<file path="config.mk">
export PLATFORM = sky130hd
export DESIGN_NAME = pwm_duty_phase_limit_cfg
export DESIGN_NICKNAME = d
export VERILOG_FILES = /design/src/include/pwm_cfg_pkg.sv /design/src/rtl/pwm_duty_phase_limit_cfg.sv
export SDC_FILE = /design/constraint.sdc
export NUM_CORES = 1
export LEC_CHECK = 0
export BUFFER_PORTS_ARGS = -buffer_cell sky130_fd_sc_hd__buf_2
export CORE_UTILIZATION = 47
export CTS_CLUSTER_SIZE = 10
export DETAILED_ROUTE_END_ITERATION = 10
export PLACE_DENSITY = 0.76
export SYNTH_ARGS = -nofsm -noshare
export SYNTH_HDL_FRONTEND = slang
export SYNTH_SLANG_ARGS = --single-unit
</file>
<file path="constraint.sdc">
create_clock -name aclk -period 1.6 [get_ports aclk]
set_input_delay 0.48 -clock aclk [delete_from_list [all_inputs] [get_ports aclk]]
set_output_delay 0.48 -clock aclk [all_outputs]
set_load 0.01 [all_outputs]
</file>
<file path="src/include/pwm_cfg_pkg.sv">
`default_nettype none
package pwm_cfg_pkg;
	localparam int unsigned addr_w = 4;
	localparam logic [addr_w-1:0] off_duty = 4'h0;
	localparam logic [addr_w-1:0] off_phase = 4'h4;
	localparam logic [addr_w-1:0] off_fault_limit = 4'h8;
	localparam logic [addr_w-1:0] off_gen_ctrl = 4'hc;
	localparam logic [15:0] duty_reset = 16'h0000;
	localparam logic [15:0] phase_reset = 16'h0000;
	// limit source 0, fault source all ones
	localparam logic [15:0] fault_limit_reset = 16'h00f8;
	localparam logic [15:0] fault_limit_mask = 16'h7fff;
	localparam int unsigned limit_src_lsb = 10;
	localparam int unsigned limit_pol_bit = 9;
	localparam int unsigned limit_mode_bit = 8;
	localparam int unsigned fault_src_lsb = 3;
	localparam int unsigned fault_pol_bit = 2;
	localparam int unsigned fault_mode_lsb = 0;
	localparam int unsigned itb_bit = 0;
	localparam int unsigned pairing_lsb = 1;
	localparam logic [2:0] gen_ctrl_reset = 3'h0;
	localparam logic [1:0] resp_okay = 2'h0;
	localparam logic [1:0] resp_slverr = 2'h2;
	localparam logic [4:0] limit_src_reserved = 5'h1e;
	// output pairing codes: complementary, redundant, push-pull
	localparam logic [1:0] pair_compl = 2'h0;
	localparam logic [1:0] pair_redund = 2'h1;
	localparam logic [1:0] pair_pushpull = 2'h2;
endpackage
`default_nettype wire

</file>
<file path="src/rtl/pwm_duty_phase_limit_cfg.sv">
// The register addresses and the AXI4-Lite slave port were decided locally.
`timescale 1ns/1ps
`default_nettype none
module pwm_duty_phase_limit_cfg (
	input wire logic aclk,
	input wire logic aresetn,
	input wire logic [3:0] s_axi_awaddr,
	input wire logic s_axi_awvalid,
	output logic s_axi_awready,
	input wire logic [31:0] s_axi_wdata,
	input wire logic [3:0] s_axi_wstrb,
	input wire logic s_axi_wvalid,
	output logic s_axi_wready,
	output logic [1:0] s_axi_bresp,
	output logic s_axi_bvalid,
	input wire logic s_axi_bready,
	input wire logic [3:0] s_axi_araddr,
	input wire logic s_axi_arvalid,
	output logic s_axi_arready,
	output logic [31:0] s_axi_rdata,
	output logic [1:0] s_axi_rresp,
	output logic s_axi_rvalid,
	input wire logic s_axi_rready,
	output logic [15:0] duty_cycle_value,
	output logic [15:0] phase_offset,
	output logic [15:0] base_period,
	output logic phase_offset_valid,
	output logic base_period_valid,
	output logic [4:0] limit_source_select,
	output logic limit_polarity,
	output logic limit_mode_enable,
	output logic [4:0] fault_source_select,
	output logic fault_polarity,
	output logic [1:0] fault_response_field
);
	logic [15:0] phase_or_period_value, fault_limit_control;
	logic [2:0] generator_control_reg;
	logic [15:0] next_duty, next_phase, next_fault;
	logic [2:0] next_gen;
	logic aw_held, w_held, next_aw_held, next_w_held;
	logic [3:0] aw_addr, next_aw_addr;
	logic [31:0] w_data, next_w_data;
	logic [3:0] w_strb, next_w_strb;
	logic next_bvalid, next_rvalid;
	logic [1:0] next_bresp, next_rresp;
	logic [31:0] next_rdata;
	logic [15:0] next_phase_offset, next_base_period;
	logic next_phase_ok, next_period_ok;
	logic do_write;

	function automatic logic [15:0] merge16(input logic [15:0] old, input logic [31:0] d, input logic [3:0] s);
		merge16 = {s[1] ? d[15:8] : old[15:8], s[0] ? d[7:0] : old[7:0]};
	endfunction

	function automatic logic mapped(input logic [3:0] a);
		mapped = (a == pwm_cfg_pkg::off_duty) || (a == pwm_cfg_pkg::off_phase)
			|| (a == pwm_cfg_pkg::off_fault_limit) || (a == pwm_cfg_pkg::off_gen_ctrl);
	endfunction

	assign do_write = aw_held && w_held && !s_axi_bvalid;

	always_comb begin
		next_aw_held = aw_held;
		next_aw_addr = aw_addr;
		next_w_held = w_held;
		next_w_data = w_data;
		next_w_strb = w_strb;
		next_bvalid = s_axi_bvalid;
		next_bresp = s_axi_bresp;
		next_duty = duty_cycle_value;
		next_phase = phase_or_period_value;
		next_fault = fault_limit_control;
		next_gen = generator_control_reg;
		if (s_axi_awvalid && s_axi_awready) begin
			next_aw_held = 1'b1;
			next_aw_addr = s_axi_awaddr;
		end
		if (s_axi_wvalid && s_axi_wready) begin
			next_w_held = 1'b1;
			next_w_data = s_axi_wdata;
			next_w_strb = s_axi_wstrb;
		end
		if (s_axi_bvalid && s_axi_bready)
			next_bvalid = 1'b0;
		if (do_write) begin
			next_aw_held = 1'b0;
			next_w_held = 1'b0;
			next_bvalid = 1'b1;
			next_bresp = mapped(aw_addr) ? pwm_cfg_pkg::resp_okay : pwm_cfg_pkg::resp_slverr;
			case (aw_addr)
				pwm_cfg_pkg::off_duty: next_duty = merge16(duty_cycle_value, w_data, w_strb);
				pwm_cfg_pkg::off_phase: next_phase = merge16(phase_or_period_value, w_data, w_strb);
				pwm_cfg_pkg::off_fault_limit:
					next_fault = merge16(fault_limit_control, w_data, w_strb) & pwm_cfg_pkg::fault_limit_mask;
				pwm_cfg_pkg::off_gen_ctrl: if (w_strb[0]) next_gen = w_data[2:0];
				default: next_gen = generator_control_reg;
			endcase
		end
	end

	always_ff @(posedge aclk) begin
		if (!aresetn) begin
			aw_held <= 1'b0;
			w_held <= 1'b0;
			aw_addr <= 4'h0;
			w_data <= 32'h0;
			w_strb <= 4'h0;
			s_axi_bvalid <= 1'b0;
			s_axi_bresp <= pwm_cfg_pkg::resp_okay;
			duty_cycle_value <= pwm_cfg_pkg::duty_reset;
			phase_or_period_value <= pwm_cfg_pkg::phase_reset;
			fault_limit_control <= pwm_cfg_pkg::fault_limit_reset;
			generator_control_reg <= pwm_cfg_pkg::gen_ctrl_reset;
		end else begin
			aw_held <= next_aw_held;
			w_held <= next_w_held;
			aw_addr <= next_aw_addr;
			w_data <= next_w_data;
			w_strb <= next_w_strb;
			s_axi_bvalid <= next_bvalid;
			s_axi_bresp <= next_bresp;
			duty_cycle_value <= next_duty;
			phase_or_period_value <= next_phase;
			fault_limit_control <= next_fault;
			generator_control_reg <= next_gen;
		end
	end

	// ready registered from holding state so it comes from a flip-flop
	always_ff @(posedge aclk) begin
		if (!aresetn) begin
			s_axi_awready <= 1'b0;
			s_axi_wready <= 1'b0;
		end else begin
			s_axi_awready <= !next_aw_held && !(s_axi_awvalid && s_axi_awready);
			s_axi_wready <= !next_w_held && !(s_axi_wvalid && s_axi_wready);
		end
	end

	// read channel: one outstanding read, arready only while idle
	always_comb begin
		next_rvalid = s_axi_rvalid;
		next_rdata = s_axi_rdata;
		next_rresp = s_axi_rresp;
		if (s_axi_rvalid && s_axi_rready)
			next_rvalid = 1'b0;
		if (s_axi_arvalid && s_axi_arready) begin
			next_rvalid = 1'b1;
			next_rresp = mapped(s_axi_araddr) ? pwm_cfg_pkg::resp_okay : pwm_cfg_pkg::resp_slverr;
			case (s_axi_araddr)
				pwm_cfg_pkg::off_duty: next_rdata = {16'h0000, duty_cycle_value};
				pwm_cfg_pkg::off_phase: next_rdata = {16'h0000, phase_or_period_value};
				pwm_cfg_pkg::off_fault_limit: next_rdata = {16'h0000, fault_limit_control};
				pwm_cfg_pkg::off_gen_ctrl: next_rdata = {29'h0, generator_control_reg};
				default: next_rdata = 32'h0000_0000;
			endcase
		end
	end

	always_ff @(posedge aclk) begin
		if (!aresetn) begin
			s_axi_arready <= 1'b0;
			s_axi_rvalid <= 1'b0;
			s_axi_rdata <= 32'h0000_0000;
			s_axi_rresp <= pwm_cfg_pkg::resp_okay;
		end else begin
			s_axi_arready <= !next_rvalid && !(s_axi_arvalid && s_axi_arready);
			s_axi_rvalid <= next_rvalid;
			s_axi_rdata <= next_rdata;
			s_axi_rresp <= next_rresp;
		end
	end

	// phase value steering by independent base select and pairing mode
	always_comb begin
		logic pair_ok;
		logic independent_base_select;
		pair_ok = 1'b0;
		independent_base_select = next_gen[pwm_cfg_pkg::itb_bit];
		case (next_gen[pwm_cfg_pkg::pairing_lsb +: 2])
			pwm_cfg_pkg::pair_compl, pwm_cfg_pkg::pair_redund, pwm_cfg_pkg::pair_pushpull: pair_ok = 1'b1;
			default: pair_ok = 1'b0;
		endcase
		next_phase_ok = pair_ok && !independent_base_select;
		next_period_ok = pair_ok && independent_base_select;
		next_phase_offset = next_phase_ok ? next_phase : 16'h0000;
		next_base_period = next_period_ok ? next_phase : 16'h0000;
	end

	always_ff @(posedge aclk) begin
		if (!aresetn) begin
			// control resets to complementary with base clear, so the phase value is an offset
			phase_offset <= pwm_cfg_pkg::phase_reset;
			base_period <= 16'h0000;
			phase_offset_valid <= 1'b1;
			base_period_valid <= 1'b0;
			limit_source_select <= pwm_cfg_pkg::fault_limit_reset[pwm_cfg_pkg::limit_src_lsb +: 5];
			limit_polarity <= 1'b0;
			limit_mode_enable <= 1'b0;
			fault_source_select <= pwm_cfg_pkg::fault_limit_reset[pwm_cfg_pkg::fault_src_lsb +: 5];
			fault_polarity <= 1'b0;
			fault_response_field <= 2'h0;
		end else begin
			phase_offset <= next_phase_offset;
			base_period <= next_base_period;
			phase_offset_valid <= next_phase_ok;
			base_period_valid <= next_period_ok;
			limit_source_select <= next_fault[pwm_cfg_pkg::limit_src_lsb +: 5];
			limit_polarity <= next_fault[pwm_cfg_pkg::limit_pol_bit];
			limit_mode_enable <= next_fault[pwm_cfg_pkg::limit_mode_bit];
			fault_source_select <= next_fault[pwm_cfg_pkg::fault_src_lsb +: 5];
			fault_polarity <= next_fault[pwm_cfg_pkg::fault_pol_bit];
			fault_response_field <= next_fault[pwm_cfg_pkg::fault_mode_lsb +: 2];
		end
	end

	chk_duty_write_lands: assert property (@(posedge aclk) disable iff (!aresetn)
		do_write && aw_addr == pwm_cfg_pkg::off_duty && w_strb == 4'hf |=> duty_cycle_value == $past(w_data[15:0]))
		else $error("duty value not stored");
	chk_phase_offset_use: assert property (@(posedge aclk) disable iff (!aresetn)
		!generator_control_reg[0] && generator_control_reg[2:1] != 2'h3 |-> phase_offset_valid && !base_period_valid)
		else $error("phase offset not selected");
	chk_period_use: assert property (@(posedge aclk) disable iff (!aresetn)
		base_period_valid |-> base_period == phase_or_period_value && generator_control_reg[0])
		else $error("period not selected");
	chk_pair_mode_gate: assert property (@(posedge aclk) disable iff (!aresetn)
		generator_control_reg[2:1] == 2'h3 |-> !phase_offset_valid && !base_period_valid)
		else $error("mode 11 used phase value");
	chk_top_bit_zero: assert property (@(posedge aclk) disable iff (!aresetn)
		!fault_limit_control[15] && (!s_axi_rvalid || s_axi_rdata[31:16] == 16'h0000))
		else $error("unimplemented bit nonzero");
	chk_limit_src_field: assert property (@(posedge aclk) disable iff (!aresetn)
		limit_source_select == fault_limit_control[14:10])
		else $error("limit source mismatch");
	chk_limit_src_reset: assert property (@(posedge aclk)
		!aresetn |=> limit_source_select == 5'h00 && fault_limit_control == 16'h00f8)
		else $error("limit source reset wrong");
	chk_limit_pol_follow: assert property (@(posedge aclk) disable iff (!aresetn)
		limit_polarity == fault_limit_control[9] && limit_mode_enable == fault_limit_control[8])
		else $error("limit polarity mismatch");
endmodule // pwm_duty_phase_limit_cfg
`default_nettype wire

</file>
==> impl_metrics.env <==
export IMPL_skew_ns=0.00729
export IMPL_overflow=0
export IMPL_grt_start_max_net_pins=40
export IMPL_fin_crit_sh_pct=99.2
export IMPL_path_cells="buf_4 -> or4b_4 -> o21ai_0 -> a21boi_1"
export IMPL_yosysWarnings=0
export IMPL_fmax_mhz=630
export IMPL_slew_viol_final=0
export IMPL_cts_sinks=131
export IMPL_finalSetupViolations=0
export IMPL_core_area_sq_um=11400
export IMPL_die_h_um=110
export IMPL_synth_seq_area_share_pct=47.7
export IMPL_netlist_cell_type_count=49
export IMPL_async_flop_share_pct=0
export IMPL_synthTopCellsByArea="dfxtp_1 (48%), a21boi_0 (7.0%), nand3_1 (4.7%)"
export IMPL_powerDensity_nw_per_um2=1120
export IMPL_critPathTopFamily="simple AND/OR/NAND/NOR gates"
export IMPL_clk_latency_ns=0.41
export IMPL_crit_required_ns=1.90
export IMPL_cts_max_path_buffers=2
export IMPL_hold_viol=0
export IMPL_reg2reg_slack_ns=0.01
export IMPL_slowest_stage="or4b_4"
export IMPL_cts_buffers=17
export IMPL_cp_arrival_ns=1.89
export IMPL_gpl_final_weighted_congestion=0.877
export IMPL_total_power_uw=7800
export IMPL_wl_per_cell_um=17.9
export IMPL_seqCellArea_sq_um=2630
export IMPL_tightest_slew_ns=0.841
export IMPL_wl_um=14700
export IMPL_antenna_found_initial=0
export IMPL_endpoint_kind="flop"
export IMPL_nFillCells=942
export IMPL_syn_cell_area_sq_um=5500
export IMPL_ys_flop_type="dfxtp_1"
export IMPL_port_buffers=120
export IMPL_power_leakage_uw=0.00288
export IMPL_multi_input_area_sq_um=2580
export IMPL_finalCriticalPeriod_ns=1.59
export IMPL_post_dp_hpwl_um=10100
export IMPL_io_pins=157
export IMPL_start_util_pct=48.2
export IMPL_drt_pre_antenna_iters=5
export IMPL_cp_num_buf_inv=1
export IMPL_path_clk_slew_ns=0.06
export IMPL_die_w_um=110
export IMPL_final_cell_count_no_fill=821
export IMPL_fin_nets=716
export IMPL_drtIter0Drc=380
export IMPL_fp_dieArea_sq_um=12100
export IMPL_synth_edf_count=0
export IMPL_rsz0062_at_grt="true"
export IMPL_avgSynthCellArea_sq_um=10.2
export IMPL_drtAntennaViolNets=0
export IMPL_postLayoutCoreUtil_pct=61.0
export IMPL_outcome="complete, no violations"
export IMPL_synth_seq_cells=131
export IMPL_cts_root_buf="clkbuf_16"
export IMPL_grt_first_pass_wirelength_um=22300
export IMPL_critical_path_peak_fanout=15
export IMPL_grt_pass1_vias=4521
export IMPL_antenna_cells=0
export IMPL_vias=4692
export IMPL_cts_tree="done"
export IMPL_drc=0
export IMPL_setup_worst_path_start_class="flop"
export IMPL_track_usage_pct=24.8
export IMPL_cts_max_level=4
export IMPL_synthCells=538
export IMPL_hold_path_class="input port to flop"
export IMPL_synth_top_cell_area_share_pct=47.7
export IMPL_rows=39
export IMPL_place_inst=788
export IMPL_cap_violations=0
export IMPL_syn_to_final_growth_pct=26.7
export IMPL_irDropWorstVdd_uv=972
export IMPL_drive_gt1_share_pct=32.6
export IMPL_slew_headroom_pct=43.8
export IMPL_critPathMaxStageDelay_ns=0.60
export IMPL_yosys_area_top_type="dfxtp_1"
export IMPL_vias_per_cell=5.71
export IMPL_crit_type="flop to flop"
export IMPL_cts_hold_buf=0
## metal layers
layer  up-vias  track usage [%]  routed length, um
li1       2196                -                  -
met1      2240             28.6               5880
met2       222             43.3               7430
met3        34             6.17                913
met4         0             11.0                471
met5         -                0                  0
## cell type report
cell class	count	share of cell area, %
Clock buffer	24	7.06
Inverter	2	0.108
Clock inverter	8	1.78
Sequential cell	131	37.7
Timing Repair Buffer	154	13.7
Multi-Input combinational cell	359	37.1
Tap cell	143	2.57
## cell usage in the layout (no fill, tap or decap), types with 2 or more instances in the layout
master | Yosys | final
a21boi_0 | 51 | 50
a21boi_1 | 21 | 22
a21oi_1 | 3 | 3
a22o_1 | 15 | 15
a22oi_1 | 24 | 23
a22oi_2 | 8 | 9
and2_1 | 2 | 2
buf_12 | 0 | 8
buf_2 | 10 | 120
buf_4 | 25 | 26
bufinv_16 | 0 | 3
clkbuf_1 | 21 | 3
clkbuf_16 | 0 | 17
clkbuf_8 | 0 | 4
clkinv_2 | 0 | 2
clkinvlp_4 | 0 | 2
conb_1 | 1 | 18
dfxtp_1 | 131 | 129
dfxtp_2 | 0 | 2
mux2i_1 | 12 | 12
mux4_2 | 3 | 3
nand2_1 | 48 | 48
nand2b_1 | 4 | 4
nand3_1 | 52 | 52
nand4_1 | 9 | 9
nor2_1 | 3 | 3
nor4b_4 | 2 | 2
o211ai_2 | 2 | 2
o21ai_0 | 40 | 34
o21ai_1 | 2 | 8
o2bb2ai_1 | 12 | 12
o311a_1 | 2 | 2
o31ai_4 | 7 | 8
or4b_4 | 2 | 2
## final timing paths
check	from	to	cells past startpoint
worst max register to register	aw_addr[1]$_SDFFE_PN0P_	fault_limit_control[11]$_SDFFE_PN0P_	4
worst min register to register	s_axi_rdata[15]$_SDFFE_PN0P_	s_axi_rdata[15]$_SDFFE_PN0P_	2
worst max-delay path	aw_addr[1]$_SDFFE_PN0P_	fault_limit_control[11]$_SDFFE_PN0P_	4
worst min-delay path	s_axi_wdata[0]	w_data[0]$_SDFFE_PN0P_	3
## power by group
group / internal [uW] / switching (uW) / total [uW]
Combinational: 173 / 252 / 426
Clock: 2610 / 1390 / 4010
Sequential: 3310 / 55.4 / 3360
## what timing repair did
| action | 4_1_cts | 5_1_grt |
|---|---|---|
| setup buffers | 0 | 1 |
| setup endpoints to repair | 3 | 35 |
| cloned | 0 | 0 |
| hold endpoints to repair | 0 | 0 |
| pin swaps | 0 | 3 |
| resized for setup | 2 | 11 |
## stage by stage
stage	setup slack (ns)	setup TNS (ns)	hold slack [ns]	instance area [sq um]
5_1_grt	-0.0281	-0.103	0.330	6970
2_1_floorplan	0.0824	0	0.457	5560
6_report	0.0122	0	0.316	6970
3_5_place_dp	-0.112	-1.75	0.462	6300
4_1_cts	-0.000565	-0.000565	0.317	6930
3_3_place_gp	-0.0729	-0.779	0.456	6300
## worst register-to-register path, delay by kind of cell (launching register included)
family	cells	cell delay, ns
buffers and inverters	1	0.18
and+or+nand+nor	1	0.60
DFF	1	0.37
AOI/OAI and AO/OA	2	0.33
## cells in the mapped netlist, types with 2 or more instances
cell         n
nor2_1       3
nand4_1      9
nand2_1     48
or4b_4       2
dfxtp_1    131
a22o_1      15
buf_2       10
mux2i_1     12
a21boi_0    51
a21oi_1      3
a22oi_2      8
buf_4       25
mux4_2       3
o21ai_1      2
a21boi_1    21
clkbuf_1    21
o311a_1      2
nand3_1     52
o31ai_4      7
nor4b_4      2
o21ai_0     40
and2_1       2
o2bb2ai_1   12
clkbuf_2     2
buf_6        4
a22oi_1     24
o211ai_2     2
nand2b_1     4
## cells by family (layout without fill, tap and decap cells)
| kind of cell | after synthesis | count (layout) | synth area share (%) |
|---|---|---|---|
| other cells | 1 | 18 | 0.0682 |
| compound gates | 188 | 188 | 27.1 |
| simple gates | 137 | 137 | 14.6 |
| buf+inv | 65 | 188 | 6.96 |
| flops | 131 | 131 | 47.7 |
| mux | 16 | 16 | 3.62 |
(Power assumes the default switching activity.)
